## config.mk

```make
export PLATFORM = sky130hd
export DESIGN_NAME = processor_status_flags
export DESIGN_NICKNAME = d
export VERILOG_FILES = /design/src/status_pkg.sv /design/src/flag_cell.sv /design/src/priority_gate.sv /design/src/processor_status_flags.sv
export VERILOG_INCLUDE_DIRS = /design/src
export SDC_FILE = /design/constraint.sdc
export NUM_CORES = 1
export LEC_CHECK = 0
export BUFFER_PORTS_ARGS = -buffer_cell sky130_fd_sc_hd__buf_2
export CAP_MARGIN = 25
export CORE_ASPECT_RATIO = 1.25
export CORE_MARGIN = 4
export CORE_UTILIZATION = 45
export CTS_CLUSTER_SIZE = 14
export DETAILED_ROUTE_END_ITERATION = 6
export PLACE_DENSITY_LB_ADDON = 0.05
export SYNTH_ARGS = -nofsm -noshare
export SYNTH_HDL_FRONTEND = slang
export SYNTH_HIERARCHICAL = 1
export SYNTH_SLANG_ARGS = --single-unit
```

## constraint.sdc

```tcl
create_clock -name mclk_i -period 1.9 [get_ports mclk_i]
set_input_delay 0.19 -clock mclk_i [delete_from_list [all_inputs] [get_ports mclk_i]]
set_output_delay 0.19 -clock mclk_i [all_outputs]
set_load 0.02 [all_outputs]
```

## src/status_defs.svh

```systemverilog
// Constants for the processor status register block
`ifndef STATUS_DEFS_SVH
`define STATUS_DEFS_SVH
`define PS_WIDTH 11
`define PS_BIT_C 0
`define PS_BIT_Z 1
`define PS_BIT_I 2
`define PS_BIT_D 3
`define PS_BIT_X 4
`define PS_BIT_M 5
`define PS_BIT_V 6
`define PS_BIT_N 7
`define PS_LVL_LO 8
`define PS_LVL_HI 10
`define PS_RESET_VALUE 11'h004
`define SIGN16_BIT 15
`define SIGN8_BIT 7
`define BYTE_MASK 16'h00ff
`define ZERO16 16'h0000
`endif

```

## src/status_pkg.sv

```systemverilog
// Types shared by the processor status register block
package status_pkg;
  typedef enum logic [3:0] {
    OP_NONE = 4'h0,
    OP_ALU = 4'h1,
    OP_SET_CARRY = 4'h2,
    OP_CLEAR_CARRY = 4'h3,
    OP_SET_FLAG_BITS = 4'h4,
    OP_CLEAR_FLAG_BITS = 4'h5,
    OP_SET_IRQ_MASK = 4'h6,
    OP_CLEAR_IRQ_MASK = 4'h7,
    OP_SET_WIDTH_FLAG = 4'h8,
    OP_CLEAR_WIDTH_FLAG = 4'h9,
    OP_CLEAR_OVERFLOW = 4'ha,
    OP_POP_STATUS = 4'hb
  } status_op_t;

  // Result of an ALU step, with which flags it updates
  typedef struct packed {
    logic [15:0] result;
    logic carry;
    logic overflow;
    logic upd_carry;
    logic upd_zero;
    logic upd_overflow;
    logic upd_negative;
    logic decimal_add;
  } alu_flags_t;

  typedef enum logic [1:0] {
    IRQ_IDLE = 2'b00,
    IRQ_ACCEPT = 2'b01,
    IRQ_HOLD = 2'b11
  } irq_state_t;
endpackage

```

## src/flag_cell.sv

```systemverilog
// One status flag bit with set, clear, load and reset value
`include "status_defs.svh"
module flag_cell #(
  parameter logic RESET_VALUE = 1'b0
) (
  input wire logic mclk_i,
  input wire logic reset_n_i,
  input wire logic set_i,
  input wire logic clear_i,
  input wire logic load_i,
  input wire logic load_value_i,
  output logic flag_o
);
  // Set wins over clear when both are asked in one cycle
  always_ff @(posedge mclk_i) begin
    if (!reset_n_i) begin
      flag_o <= RESET_VALUE;
    end else if (set_i) begin
      flag_o <= 1'b1;
    end else if (clear_i) begin
      flag_o <= 1'b0;
    end else if (load_i) begin
      flag_o <= load_value_i;
    end
  end
endmodule

```

## src/priority_gate.sv

```systemverilog
// Decides whether a requested interrupt may be accepted
module priority_gate (
  input wire logic request_i,
  input wire logic maskable_i,
  input wire logic [2:0] request_level_i,
  input wire logic [2:0] current_level_i,
  input wire logic irq_disable_i,
  output logic accept_o
);
  always_comb begin
    accept_o = request_i && (request_level_i > current_level_i) && !(maskable_i && irq_disable_i);
  end
endmodule

```

## src/processor_status_flags.sv

```systemverilog
// Processor status register: result flags, mode flags and priority level
// Summary of operation
// - Eleven-bit status register with flags and level
// - Branches test only carry, zero, overflow, negative
// - Bit 0 takes ALU carry, shifts, rotates
// - Carry set/cleared by dedicated and generic ops
// - Bit 1 marks zero result; generic ops change
// - Zero after decimal add is undefined
// - Bit 2 blocks only maskable interrupts
// - Accepting interrupt sets disable; ops change it
// - Reset sets interrupt disable flag
// - Reset clears decimal, index, data width flags
// - Bit 3 selects decimal add/subtract mode
// - Bit 4 selects 8-bit index registers
// - Bit 5 selects 8-bit data width
// - Bit 6 flags signed overflow per width
// - Overflow set/cleared by ops; decimal undefined
// - Bit 7 copies result sign bit
// - Bits 8-10 hold priority level 0-7
// - Accept only strictly higher requested level
// - Acceptance saves level, loads accepted level
// - Level changes only by acceptance or status pop
`include "status_defs.svh"
module processor_status_flags
  import status_pkg::*;
(
  input wire logic mclk_i,
  input wire logic reset_n_i,
  input wire status_op_t op_i,
  input wire logic [7:0] flag_mask_i,
  input wire logic [10:0] pop_value_i,
  input wire alu_flags_t alu_i,
  input wire logic irq_request_i,
  input wire logic irq_maskable_i,
  input wire logic [2:0] irq_level_i,
  input wire logic [3:0] branch_cond_i,
  output logic [10:0] processor_status_o,
  output logic irq_accept_o,
  output logic [2:0] saved_level_o,
  output logic branch_taken_o,
  output logic index_8bit_o,
  output logic data_8bit_o,
  output logic decimal_mode_o
);
  // ----------------------------------------------------------------
  // Flag storage
  // ----------------------------------------------------------------
  logic [7:0] flag_q;
  logic [7:0] set_vec;
  logic [7:0] clr_vec;
  logic [7:0] load_vec;
  logic [7:0] load_val;
  logic [2:0] processor_priority_level_reg;
  logic accept;
  logic [15:0] res_w;
  logic sign_w;
  logic zero_w;
  irq_state_t irq_state_reg;
  irq_state_t irq_state_next;

  // Reset values of each flag: disable set, modes clear
  localparam logic [7:0] FLAG_RESET = 8'(`PS_RESET_VALUE);

  genvar g;
  generate
    for (g = 0; g < 8; g++) begin : g_flag
      flag_cell #(
        .RESET_VALUE(FLAG_RESET[g])
      ) u_flag (
        .mclk_i(mclk_i),
        .reset_n_i(reset_n_i),
        .set_i(set_vec[g]),
        .clear_i(clr_vec[g]),
        .load_i(load_vec[g]),
        .load_value_i(load_val[g]),
        .flag_o(flag_q[g])
      );
    end
  endgenerate

  // ----------------------------------------------------------------
  // ALU result evaluation
  // ----------------------------------------------------------------
  always_comb begin
    res_w = flag_q[`PS_BIT_M] ? (alu_i.result & `BYTE_MASK) : alu_i.result;
    sign_w = flag_q[`PS_BIT_M] ? alu_i.result[`SIGN8_BIT] : alu_i.result[`SIGN16_BIT];
    zero_w = (res_w == `ZERO16);
  end

  // ----------------------------------------------------------------
  // Per-bit set, clear and load requests
  // ----------------------------------------------------------------
  always_comb begin
    set_vec = 8'h00;
    clr_vec = 8'h00;
    load_vec = 8'h00;
    load_val = 8'h00;
    case (op_i)
      OP_ALU: begin
        load_vec[`PS_BIT_C] = alu_i.upd_carry;
        load_val[`PS_BIT_C] = alu_i.carry;
        // Zero after a decimal add is left as computed; nobody may rely on it
        load_vec[`PS_BIT_Z] = alu_i.upd_zero;
        load_val[`PS_BIT_Z] = zero_w;
        // Caller computes overflow at the width set by bit 5
        load_vec[`PS_BIT_V] = alu_i.upd_overflow;
        load_val[`PS_BIT_V] = alu_i.overflow;
        load_vec[`PS_BIT_N] = alu_i.upd_negative;
        load_val[`PS_BIT_N] = sign_w;
      end
      OP_SET_CARRY: set_vec[`PS_BIT_C] = 1'b1;
      OP_CLEAR_CARRY: clr_vec[`PS_BIT_C] = 1'b1;
      OP_SET_FLAG_BITS: set_vec = flag_mask_i;
      OP_CLEAR_FLAG_BITS: clr_vec = flag_mask_i;
      OP_SET_IRQ_MASK: set_vec[`PS_BIT_I] = 1'b1;
      OP_CLEAR_IRQ_MASK: clr_vec[`PS_BIT_I] = 1'b1;
      OP_SET_WIDTH_FLAG: set_vec[`PS_BIT_M] = 1'b1;
      OP_CLEAR_WIDTH_FLAG: clr_vec[`PS_BIT_M] = 1'b1;
      OP_CLEAR_OVERFLOW: clr_vec[`PS_BIT_V] = 1'b1;
      OP_POP_STATUS: begin
        load_vec = 8'hff;
        load_val = pop_value_i[`PS_BIT_N:`PS_BIT_C];
      end
      default: begin
        set_vec = 8'h00;
      end
    endcase
    // Acceptance outranks any op on the disable flag
    if (accept) begin
      set_vec[`PS_BIT_I] = 1'b1;
    end
  end

  // ----------------------------------------------------------------
  // Interrupt acceptance
  // ----------------------------------------------------------------
  priority_gate u_gate (
    .request_i(irq_request_i && (irq_state_reg == IRQ_IDLE)),
    .maskable_i(irq_maskable_i),
    .request_level_i(irq_level_i),
    .current_level_i(processor_priority_level_reg),
    .irq_disable_i(flag_q[`PS_BIT_I]),
    .accept_o(accept)
  );

  // One acceptance per request; the request must drop before the next
  always_comb begin
    case (irq_state_reg)
      IRQ_IDLE: irq_state_next = accept ? IRQ_ACCEPT : IRQ_IDLE;
      IRQ_ACCEPT: irq_state_next = IRQ_HOLD;
      IRQ_HOLD: irq_state_next = irq_request_i ? IRQ_HOLD : IRQ_IDLE;
      default: irq_state_next = IRQ_IDLE;
    endcase
  end

  always_ff @(posedge mclk_i) begin
    if (!reset_n_i) begin
      irq_state_reg <= IRQ_IDLE;
    end else begin
      irq_state_reg <= irq_state_next;
    end
  end

  // ----------------------------------------------------------------
  // Priority level field
  // ----------------------------------------------------------------
  always_ff @(posedge mclk_i) begin
    if (!reset_n_i) begin
      processor_priority_level_reg <= 3'(`PS_RESET_VALUE >> `PS_LVL_LO);
    end else if (accept) begin
      processor_priority_level_reg <= irq_level_i;
    end else if (op_i == OP_POP_STATUS) begin
      processor_priority_level_reg <= pop_value_i[`PS_LVL_HI:`PS_LVL_LO];
    end
  end

  always_ff @(posedge mclk_i) begin
    if (!reset_n_i) begin
      irq_accept_o <= 1'b0;
      saved_level_o <= 3'h0;
    end else begin
      irq_accept_o <= accept;
      if (accept) begin
        saved_level_o <= processor_priority_level_reg;
      end
    end
  end

  // ----------------------------------------------------------------
  // Branch evaluation and registered outputs
  // ----------------------------------------------------------------
  // Condition code: [3:2] selects C, Z, V or N, [0] the wanted value
  logic branch_flag;
  always_comb begin
    case (branch_cond_i[3:2])
      2'b00: branch_flag = flag_q[`PS_BIT_C];
      2'b01: branch_flag = flag_q[`PS_BIT_Z];
      2'b10: branch_flag = flag_q[`PS_BIT_V];
      default: branch_flag = flag_q[`PS_BIT_N];
    endcase
  end

  always_ff @(posedge mclk_i) begin
    if (!reset_n_i) begin
      branch_taken_o <= 1'b0;
    end else begin
      branch_taken_o <= (branch_flag == branch_cond_i[0]);
    end
  end

  always_ff @(posedge mclk_i) begin
    if (!reset_n_i) begin
      processor_status_o <= `PS_RESET_VALUE;
      index_8bit_o <= 1'b0;
      data_8bit_o <= 1'b0;
      decimal_mode_o <= 1'b0;
    end else begin
      processor_status_o <= {processor_priority_level_reg, flag_q};
      index_8bit_o <= flag_q[`PS_BIT_X];
      data_8bit_o <= flag_q[`PS_BIT_M];
      decimal_mode_o <= flag_q[`PS_BIT_D];
    end
  end
endmodule

```

# Word-level counts from Yosys, hierarchy flattened
# Index checks and enable logic that the tools add are counted.
# classes
addsub,0
multipliers,0
n_div,0
magnitude_cmp,1
n_eq_ne,16
n_shift,0
muxes,51
n_bitwise,1
reduce_logical,18
# ops
operator,count
$mux 1,29
$reduce_bool 3->1,7
$eq 4x3->1 const B,4
$eq 4x4->1 const B,4
$logic_not 16->1,1
$mux 16,1
$pmux 2 s2,4
$pmux 1 s2,7
$eq 4x2->1 const B,2
$mux 2,4
$mux 4,2
$mux 3,2
$pmux 2 s3,1
$eq 2x1->1 const B,2
$eq 2x2->1 const B,2
$eq 4x1->1 const B,1
$logic_and 1x1->1,4
$logic_not 2->1,2
$reduce_bool 2->1,2
$gt 3x3->1,1
$pmux 1 s3,1
$reduce_or 2->1,1
$eq 1x1->1,1
$logic_not 1->1,1
$not 1->1,1
# totals
regBits,32
latchBits,0
ramBits,0
mem_bits_ro,0
in_bits,57
out_inout_bits,19
word_cells,104
mem_count,0

# Depth between registers and ports, before layout
# Gate-level depths: netlist of the first run.
# logic_depth
word_depth,6
mapped_depth,10
mapped_depth_nobuf,9

# Hierarchy
# Netlist of the first run, hierarchy kept.
# by_module_without_submodules
module,n_inst,cells_per_inst,area_each_um2,seq_area_each_um2
processor_status_flags,1,115,1091.0,420.4
flag_cell (g_flag[0].u_flag ...),7,5,45.0,20.0
priority_gate,1,12,80.1,0.0
flag_cell (g_flag[2].u_flag),1,4,41.3,20.0

# Worst setup path after synthesis of the first run
# OpenSTA, ideal clock, no wires.
# synth_path
path_type,register to register
start,reg processor_priority_level_reg[2]
end,reg processor_priority_level_reg[0]
setup_ps,122
t_arrival_ps,1471
t_required_ps,1778
slack_ps,307
stages_incl_launch_ff,10
path_buffers,1
synth_period_minus_slack_ps,1593
path_cell_list,dfxtp_1 -> inv_1 -> ha_1 -> nand3_1 -> nand3_1 -> a21oi_1 -> clkbuf_1 -> inv_1 -> o21ai_0 -> a21oi_1
# synth_between
elab_chain_len,4
word_cells_on_any_way,5
classes_between,order compare: 1; mux: 1; reduce/logical: 3
# synth_rtl
element,line,source
from (decl),processor_status_flags.sv:53,logic [2:0] processor_priority_level_reg;
from (signal assigned),processor_status_flags.sv:169,processor_priority_level_reg <= 3'(`PS_RESET_VALUE >> `PS_LVL_LO);
from (signal assigned),processor_status_flags.sv:171,processor_priority_level_reg <= irq_level_i;
from (signal assigned),processor_status_flags.sv:173,processor_priority_level_reg <= pop_value_i[`PS_LVL_HI:`PS_LVL_LO];
$gt 3x3->1 (*),priority_gate.sv:11,accept_o = request_i && (request_level_i > current_level_i) && !(maskable_i && irq_disable_i);
$logic_and 1x1->1 (*) (2 in a row),priority_gate.sv:11,
net accept,processor_status_flags.sv:54,logic accept;
$mux 3 / $reduce_bool 2->1 (equally long branches),-,
# The timed path passes the listed nets; every way through them passes the cells marked *.
# A chain may end at the register's enable or synchronous reset.

# Worst setup path in the final report of the first run
# layout_path
start,reg processor_priority_level_reg[2]
end,reg saved_level_o[1]
# layout_between
elab_chain_len,3
# layout_rtl
element,line,source
$gt 3x3->1,priority_gate.sv:11,
$logic_and 1x1->1 (2 in a row),priority_gate.sv:11,
net accept,processor_status_flags.sv:54,
to (signal assigned),processor_status_flags.sv:184,saved_level_o <= processor_priority_level_reg;
to (decl),processor_status_flags.sv:39,"output logic [2:0] saved_level_o,"
# The timed path passes the listed nets, and every way through them passes these cells.

==> run summary, run 1 <==
==============================================================================
Leftover overflow at the end of global routing ..................            0
IO Count ........................................................           76
Max-capacitance violation count .................................            0
CP Class ........................................................   reg -> reg
Number of antenna diodes ........................................            0
Final Setup Violations ..........................................            0
Dominant cell type by count on the critical path ................      nand3_1
Cell class contributing the biggest share of worst-path delay ...   flip-flops
Number of buffers added by the clock tree synthesis step ........            5
Effective utilization at floorplan ..............................        47.4%
Max FO, Critical Path ...........................................            4
Regs by FF count ................................................ processor_status_o x11, g_flag.u_flag/flag_o x8
Smallest hold slack .............................................     0.200 ns
Final max-slew violation count ..................................            0
Yosys cell types ................................................           32
Highest-delay cell along the critical path ......................      dfxtp_1
# port buffers ..................................................           73
Number of gates resized after CTS ...............................            0
Flip-flop count of the largest register after layout ............           11
Pwr dens ........................................................   693 mW/mm²
Delay of the slowest cell on the worst path .....................      0.38 ns
Critical path launch point type .................................         flop
Number of clock sinks ...........................................           29
TNS Setup .......................................................         0 ns
Slew @ Worst Pin ................................................     0.533 ns
CTS clock-pin slew for the worst setup and hold paths ...........      0.06 ns
Sequential element share of the synthesized area ................        38.0%
Setup Skew ......................................................   0.00361 ns
Root Buffer Master ..............................................     clkbuf_8
Wire length of the first global-routing pass ....................      5.83 mm
Largest Register ................................................ processor_status_o
Final Cycle Share ...............................................        84.7%
DRC viols .......................................................            0
Post-Synthesis Cell Area ........................................  0.00153 mm²
Routed vias/inst ................................................         4.95
Sum of routed wire length over all layers .......................      3.50 mm
Floorplan row count .............................................           23
Most instantiated library cell after synthesis ..................      dfxtp_1
Total power draw ................................................      1.37 mW
Setup repair after global routing missed its margin .............           no
FFs w/ async S/R, synth .........................................           0%
Average wire per standard cell ..................................      12.6 µm
Number of vias after detailed routing ...........................        1,376
Largest net degree at the start of global routing ...............           36
Cell types occupying the most area after synthesis .............. dfxtp_1 (38%), and2_1 (9.4%), mux2i_1 (9.2%)
Placement Cell Area .............................................  0.00189 mm²
Post-Syn Nets ...................................................          226
Most used DFF post-synth ........................................      dfxtp_1
Setup bufs post-CTS .............................................            0
Die area ........................................................  0.00440 mm²
Layout filler cell count ........................................          311
Area share of the largest cell type after synthesis .............        38.0%
Maximum number of buffers from clock root to sink ...............            2
Via count of the first global-routing pass ......................        1,365
Htree depth .....................................................            2
Initial antenna violation count .................................            0
Buf+Inv Stages, Crit Path .......................................            2
Final HPWL from detailed placement ..............................      2.85 mm
Clock Latency Late Sink .........................................      0.27 ns
Worst VDD drop ..................................................   0.000680 V
Number of detailed-routing iterations run before antenna repair .            3
Number of gates on the worst path with buffers counted ..........            8
Critical Path End Type ..........................................         flop
Layout Cell Area excl Fill ......................................  0.00198 mm²
Global placer's final weighted congestion .......................        0.772
Count of cells along the worst register-to-register path ........            8
Leakage dissipation .............................................     0.957 nW
Achievable frequency ............................................      621 MHz
Worst relative slew slack .......................................        64.3%
Number of synthesized flops with an enable pin ..................            0
Final design utilization ........................................        61.3%
Gr usage total ..................................................        17.4%
Shortest clock period the worst path allows after layout ........      1.61 ns
Post-synth top area cell ........................................      dfxtp_1
Area grow syn2layout ............................................        29.4%
Core area .......................................................  0.00322 mm²
CP cell instances ............................................... inv_1 -> ha_1 -> nand3_1 -> nand3_1 -> a21oi_1 -> buf_4 -> mux2i_1 -> nor2b_1
Number of storage elements in the synthesis netlist .............           29
Number of hold-slack violations in the final timing report ......            0
Residual antenna-violating net count after detailed routing .....            0
Worst hold stages ...............................................            2
Data required time of the critical path .........................      2.06 ns
Result of the run ............................................... finished clean
Hold buffer count at CTS ........................................            0
Die outline height ..............................................      73.1 µm
Post-Syn Instances ..............................................          166
CTS tree ........................................................         done
Horizontal die dimension ........................................      60.1 µm
Data arrival time of the critical path ..........................      1.77 ns
Avg Synthesized Cell Area .......................................     9.20 µm²
Ratio of cells with drive above 1 in the final layout ...........        37.8%
DR iter-0 viols .................................................           27
Post-layout nets ................................................          300
Top post-synthesis cells by count ............................... dfxtp_1 (29), and2_1 (23), mux2i_1 (14), nand2b_1 (11)
Yosys Warn Count ................................................            6
Type of the tightest min-delay check ............................    in -> reg
==============================================================================
-- power breakdown --
group | switching [mW] | internal [mW]
Combinational | 0.119 | 0.119
Clock | 0.221 | 0.253
Sequential | 0.0178 | 0.640
-- final timing paths --
check / from / to / slack (ns)
worst max register to register: processor_priority_level_reg[2]$_SDFFE_PN0P_ / saved_level_o[1]$_SDFFE_PN0P_ / 0.29
worst max-delay path: processor_priority_level_reg[2]$_SDFFE_PN0P_ / saved_level_o[1]$_SDFFE_PN0P_ / 0.29
worst min register to register: g_flag[4].u_flag/flag_o$_SDFFE_PN0P_ / processor_status_o[4]$_SDFF_PN0_ / 0.47
worst min-delay path: irq_request_i / irq_state_reg[1]$_SDFF_PN0_ / 0.20
-- worst register-to-register path: stages (launching register included) --
cell and delay [ns]:
dfxtp_1 0.38, inv_1 0.06, ha_1 0.30, nand3_1 0.10
nand3_1 0.08, a21oi_1 0.16, buf_4 0.17, mux2i_1 0.18
nor2b_1 0.07
-- through the flow --
stage	setup WS [ns]	std cells
floorplan	0.307	166
global placement	0.355	270
detailed placement	0.321	270
CTS	0.295	278
global route	0.143	278
finish	0.290	278
-- cell families (layout without fill, tap and decap cells) --
group / count (synthesis) / after routing / share of synthesized area (%)
xor gates and xnor gates: 1 / 1 / 0.573
AOI/OAI and AO/OA: 32 / 32 / 12.7
and+or+nand+nor: 70 / 70 / 29.0
muxes: 16 / 16 / 11.4
adders and majority gates: 3 / 3 / 2.46
buffers and inverters: 15 / 90 / 5.90
DFF: 29 / 29 / 38.0
-- cell usage in the layout (no fill, tap or decap) --
master | synthesis | routed
nor4_1 | 4 | 4
clkbuf_1 | 3 | 1
nor4b_4 | 1 | 1
clkinv_2 | 0 | 2
and2b_1 | 1 | 1
nor2_1 | 3 | 3
nor3b_1 | 1 | 1
clkbuf_8 | 0 | 5
buf_2 | 0 | 73
nand3b_1 | 2 | 2
dfxtp_1 | 29 | 29
mux2i_1 | 14 | 14
and4b_1 | 1 | 1
nand2_1 | 9 | 9
nor3_1 | 2 | 2
and2_4 | 4 | 4
nand3_2 | 1 | 1
and2_1 | 23 | 23
o21ai_1 | 9 | 9
nor2b_1 | 5 | 5
o211a_1 | 1 | 1
buf_4 | 3 | 3
xnor2_1 | 1 | 1
ha_1 | 3 | 3
o21ai_0 | 5 | 5
inv_1 | 6 | 6
mux4_2 | 1 | 1
a32o_1 | 1 | 1
a21oi_1 | 8 | 8
a21o_1 | 5 | 5
nand2b_1 | 11 | 11
nand3_1 | 2 | 2
mux2_2 | 1 | 1
a22o_1 | 3 | 3
-- layout make-up --
type                       count  area, µm²  area share [%]
tap                           37       46.3            2.34
sequential                    29        581            29.4
inverter                       6       22.5            1.14
clock buffer                   6       72.6            3.67
multi-input combinational    122        857            43.4
timing repair buffer          76        388            19.6
clock inverter                 2       10.0           0.506
-- routing by layer --
metal	vias to the layer above	global-route usage [%]	share of wire [%]
met3	10	4.78	7.7
met2	47	28.7	48
met4	0	7.39	2.3
li1	715	-	-
met5	-	0	0
met1	604	20.9	42
Power figures use the tool's default switching activity.
==> run 2, diff against run 1 <==
==> constraint.sdc (replaced) <==
create_clock -name mclk_i -period 1.5 [get_ports mclk_i]
set_input_delay 0.15 -clock mclk_i [delete_from_list [all_inputs] [get_ports mclk_i]]
set_output_delay 0.15 -clock mclk_i [all_outputs]
set_load 0.02 [all_outputs]
==> run 2 against run 1 <==
  * Clock-buffer cell count up 1
  * Die area unchanged
  * Critical path type unchanged
  * Non-clock buffer count up 5
  * First-iteration DRC count down 7.4%
  * Hold slack worse by 0.066 ns
  * Largest power group unchanged
  * Combinational power up 54%
  * Power up 47%
  * Critical endpoint unchanged
  * Global-route usage down 0.18 points
  * Via count up 0.15%
==> run summary, run 2 (synthesized netlist as in run 1, its figures left out) <==
==============================================================================
Result of the run ............................................... finished clean   unchanged
Total power draw ................................................      2.02 mW   was 1.37 mW
DR iter-0 viols .................................................           25   was 27
Final HPWL from detailed placement ..............................      2.77 mm   was 2.85 mm
Pwr dens ........................................................   953 mW/mm²   was 693 mW/mm²
Count of cells along the worst register-to-register path ........            7   was 8
CTS tree ........................................................         done   unchanged
CTS clock-pin slew for the worst setup and hold paths ...........      0.06 ns   about the same
Initial antenna violation count .................................            0   unchanged
Delay of the slowest cell on the worst path .....................      0.34 ns   was 0.38 ns
# port buffers ..................................................           73   unchanged
Final max-slew violation count ..................................            0   unchanged
Worst hold stages ...............................................            2   unchanged
Number of antenna diodes ........................................            0   unchanged
Number of clock sinks ...........................................           29   unchanged
Largest net degree at the start of global routing ...............           36   unchanged
Critical Path End Type ..........................................         flop   unchanged
Setup repair after global routing missed its margin .............          yes   was no
Hold buffer count at CTS ........................................            0   unchanged
Maximum number of buffers from clock root to sink ...............            2   unchanged
Via count of the first global-routing pass ......................        1,342   was 1,365
Final Cycle Share ...............................................        96.9%   was 84.7%
Setup Skew ......................................................   0.00470 ns   was 0.00361 ns
Max FO, Critical Path ...........................................            3   was 4
Worst VDD drop ..................................................   0.000878 V   was 0.000680 V
Layout filler cell count ........................................          288   was 311
Most common cell after layout, fill and taps aside ..............        buf_2   unchanged
Setup crit start ................................................ processor_priority_level_reg[2]$_SDFFE_PN0P_   unchanged
Buf+Inv Stages, Crit Path .......................................            2   unchanged
Max-capacitance violation count .................................            0   unchanged
Number of detailed-routing iterations run before antenna repair .            4   was 3
Data required time of the critical path .........................      1.67 ns   was 2.06 ns
Setup WS pre-CTS ................................................    -0.130 ns   was 0.321 ns
Setup bufs post-CTS .............................................            0   unchanged
Sum of routed wire length over all layers .......................      3.51 mm   was 3.50 mm
Wire length of the first global-routing pass ....................      5.68 mm   was 5.83 mm
Achievable frequency ............................................      688 MHz   was 621 MHz
Residual antenna-violating net count after detailed routing .....            0   unchanged
Slew @ Worst Pin ................................................     0.526 ns   was 0.533 ns
Floorplan row count .............................................           23   unchanged
CP cell instances ............................................... inv_2 -> ha_4 -> nand3b_1 -> a21oi_4 -> buf_4 -> mux2i_1 -> nor2b_1   was inv_1 -> ha_1 -> nand3_1 -> nand3_1 -> a21oi_1 -> buf_4 -> mux2i_1 -> nor2b_1
Final Worst Setup Slack .........................................    0.0465 ns   was 0.290 ns
Type of the tightest min-delay check ............................    in -> reg   unchanged
IO Count ........................................................           76   unchanged
Cell class contributing the biggest share of worst-path delay ...   flip-flops   unchanged
CP Class ........................................................   reg -> reg   unchanged
Worst relative slew slack .......................................        65.0%   was 64.3%
Htree depth .....................................................            2   unchanged
R2r startpoint .................................................. processor_priority_level_reg[2]$_SDFFE_PN0P_   unchanged
Average wire per standard cell ..................................      12.4 µm   was 12.6 µm
Number of buffers added by the clock tree synthesis step ........            5   unchanged
Number of gates on the worst path with buffers counted ..........            7   was 8
Global placer's final weighted congestion .......................        0.727   was 0.772
Die area ........................................................  0.00440 mm²   unchanged
Number of vias after detailed routing ...........................        1,378   was 1,376
Critical path launch point type .................................         flop   unchanged
Horizontal die dimension ........................................      60.1 µm   unchanged
Area grow syn2layout ............................................        38.6%   was 29.4%
DRC viols .......................................................            0   unchanged
Final Setup Violations ..........................................            0   unchanged
Number of hold-slack violations in the final timing report ......            0   unchanged
Shortest clock period the worst path allows after layout ........      1.45 ns   was 1.61 ns
Flip-flop count of the largest register after layout ............           11   unchanged
Post-layout nets ................................................          305   was 300
Critical hold path startpoint ................................... irq_request_i   unchanged
Leakage dissipation .............................................      1.01 nW   was 0.957 nW
Regs by FF count ................................................ processor_status_o x11, g_flag.u_flag/flag_o x8   unchanged
Die outline height ..............................................      73.1 µm   unchanged
Largest Register ................................................ processor_status_o   unchanged
Gr usage total ..................................................        17.3%   was 17.4%
Data arrival time of the critical path ..........................      1.63 ns   was 1.77 ns
Ratio of cells with drive above 1 in the final layout ...........        43.1%   was 37.8%
Root Buffer Master ..............................................     clkbuf_8   unchanged
Highest-delay cell along the critical path ......................      dfxtp_2   was dfxtp_1
Effective utilization at floorplan ..............................        47.4%   unchanged
Routed vias/inst ................................................         4.87   was 4.95
Top library cells by usage in the layout, fill and taps aside ... buf_2 (73), dfxtp_1 (27), and2_1 (23)   was buf_2 (73), dfxtp_1 (29), and2_1 (23)
Clock Latency Late Sink .........................................      0.28 ns   was 0.27 ns
Leftover overflow at the end of global routing ..................            0   unchanged
Core area .......................................................  0.00322 mm²   unchanged
==============================================================================
run 2: stage by stage:
step | hold WS (ns) | cells | area, µm² | TNS, ns | utilization (%)
after floorplan | 0.269 | 166 | 1530 | 0 | -
after global placement | 0.406 | 275 | 1940 | -0.201 | 60.3
after detailed placement | 0.420 | 275 | 1940 | -0.593 | 60.3
after CTS | 0.123 | 283 | 2090 | 0 | 64.9
after global routing | 0.134 | 283 | 2120 | -0.171 | 65.7
final | 0.135 | 283 | 2120 | 0 | 65.7
run 2: routing by layer:
metal	global-route usage [%]	vias to the layer above	share of wire, %
li1	-	725	-
met3	5.66	6	11
met2	28.4	58	46
met1	20.5	589	42
met5	0	-	0
met4	6.65	0	1.7
run 2: path summary, 6_finish.rpt:
kind,slack (ns),endpoint
setup reg to reg,0.05,saved_level_o[1]$_SDFFE_PN0P_
setup / recovery,0.05,saved_level_o[1]$_SDFFE_PN0P_
hold / removal,0.13,irq_state_reg[1]$_SDFF_PN0_
hold reg to reg,0.46,processor_status_o[3]$_SDFF_PN0_
run 2: final cells by class:
class,instances,area [µm²],area share (%)
Multi-Input combinational cell,122,907,42.8
Sequential cell,29,583,27.5
Timing Repair Buffer,81,442,20.9
Clock buffer,7,86.3,4.08
Tap cell,37,46.3,2.19
Clock inverter,1,30.0,1.42
Inverter,6,22.5,1.06
run 2: worst reg2reg max path, cell delays in order, from the launching register on:
cell and delay (ns):
dfxtp_2 0.34, inv_2 0.04, ha_4 0.27, nand3b_1 0.12
a21oi_4 0.19, buf_4 0.14, mux2i_1 0.18, nor2b_1 0.07
run 2: repair_timing:
item,4_1_cts,5_1_grt
resized for setup,4,8
endpoints found under the hold margin,0,0
pin swaps,0,0
endpoints found under the setup margin,8,8
run 2: report_power, final:
group | internal (mW) | leakage [nW] | total [mW] | switching [mW]
sequential | 0.812 | 0.237 | 0.831 | 0.0185
clock | 0.540 | 0.0585 | 0.821 | 0.280
combinational | 0.189 | 0.712 | 0.367 | 0.178
total | 1.54 | 1.01 | 2.02 | 0.477
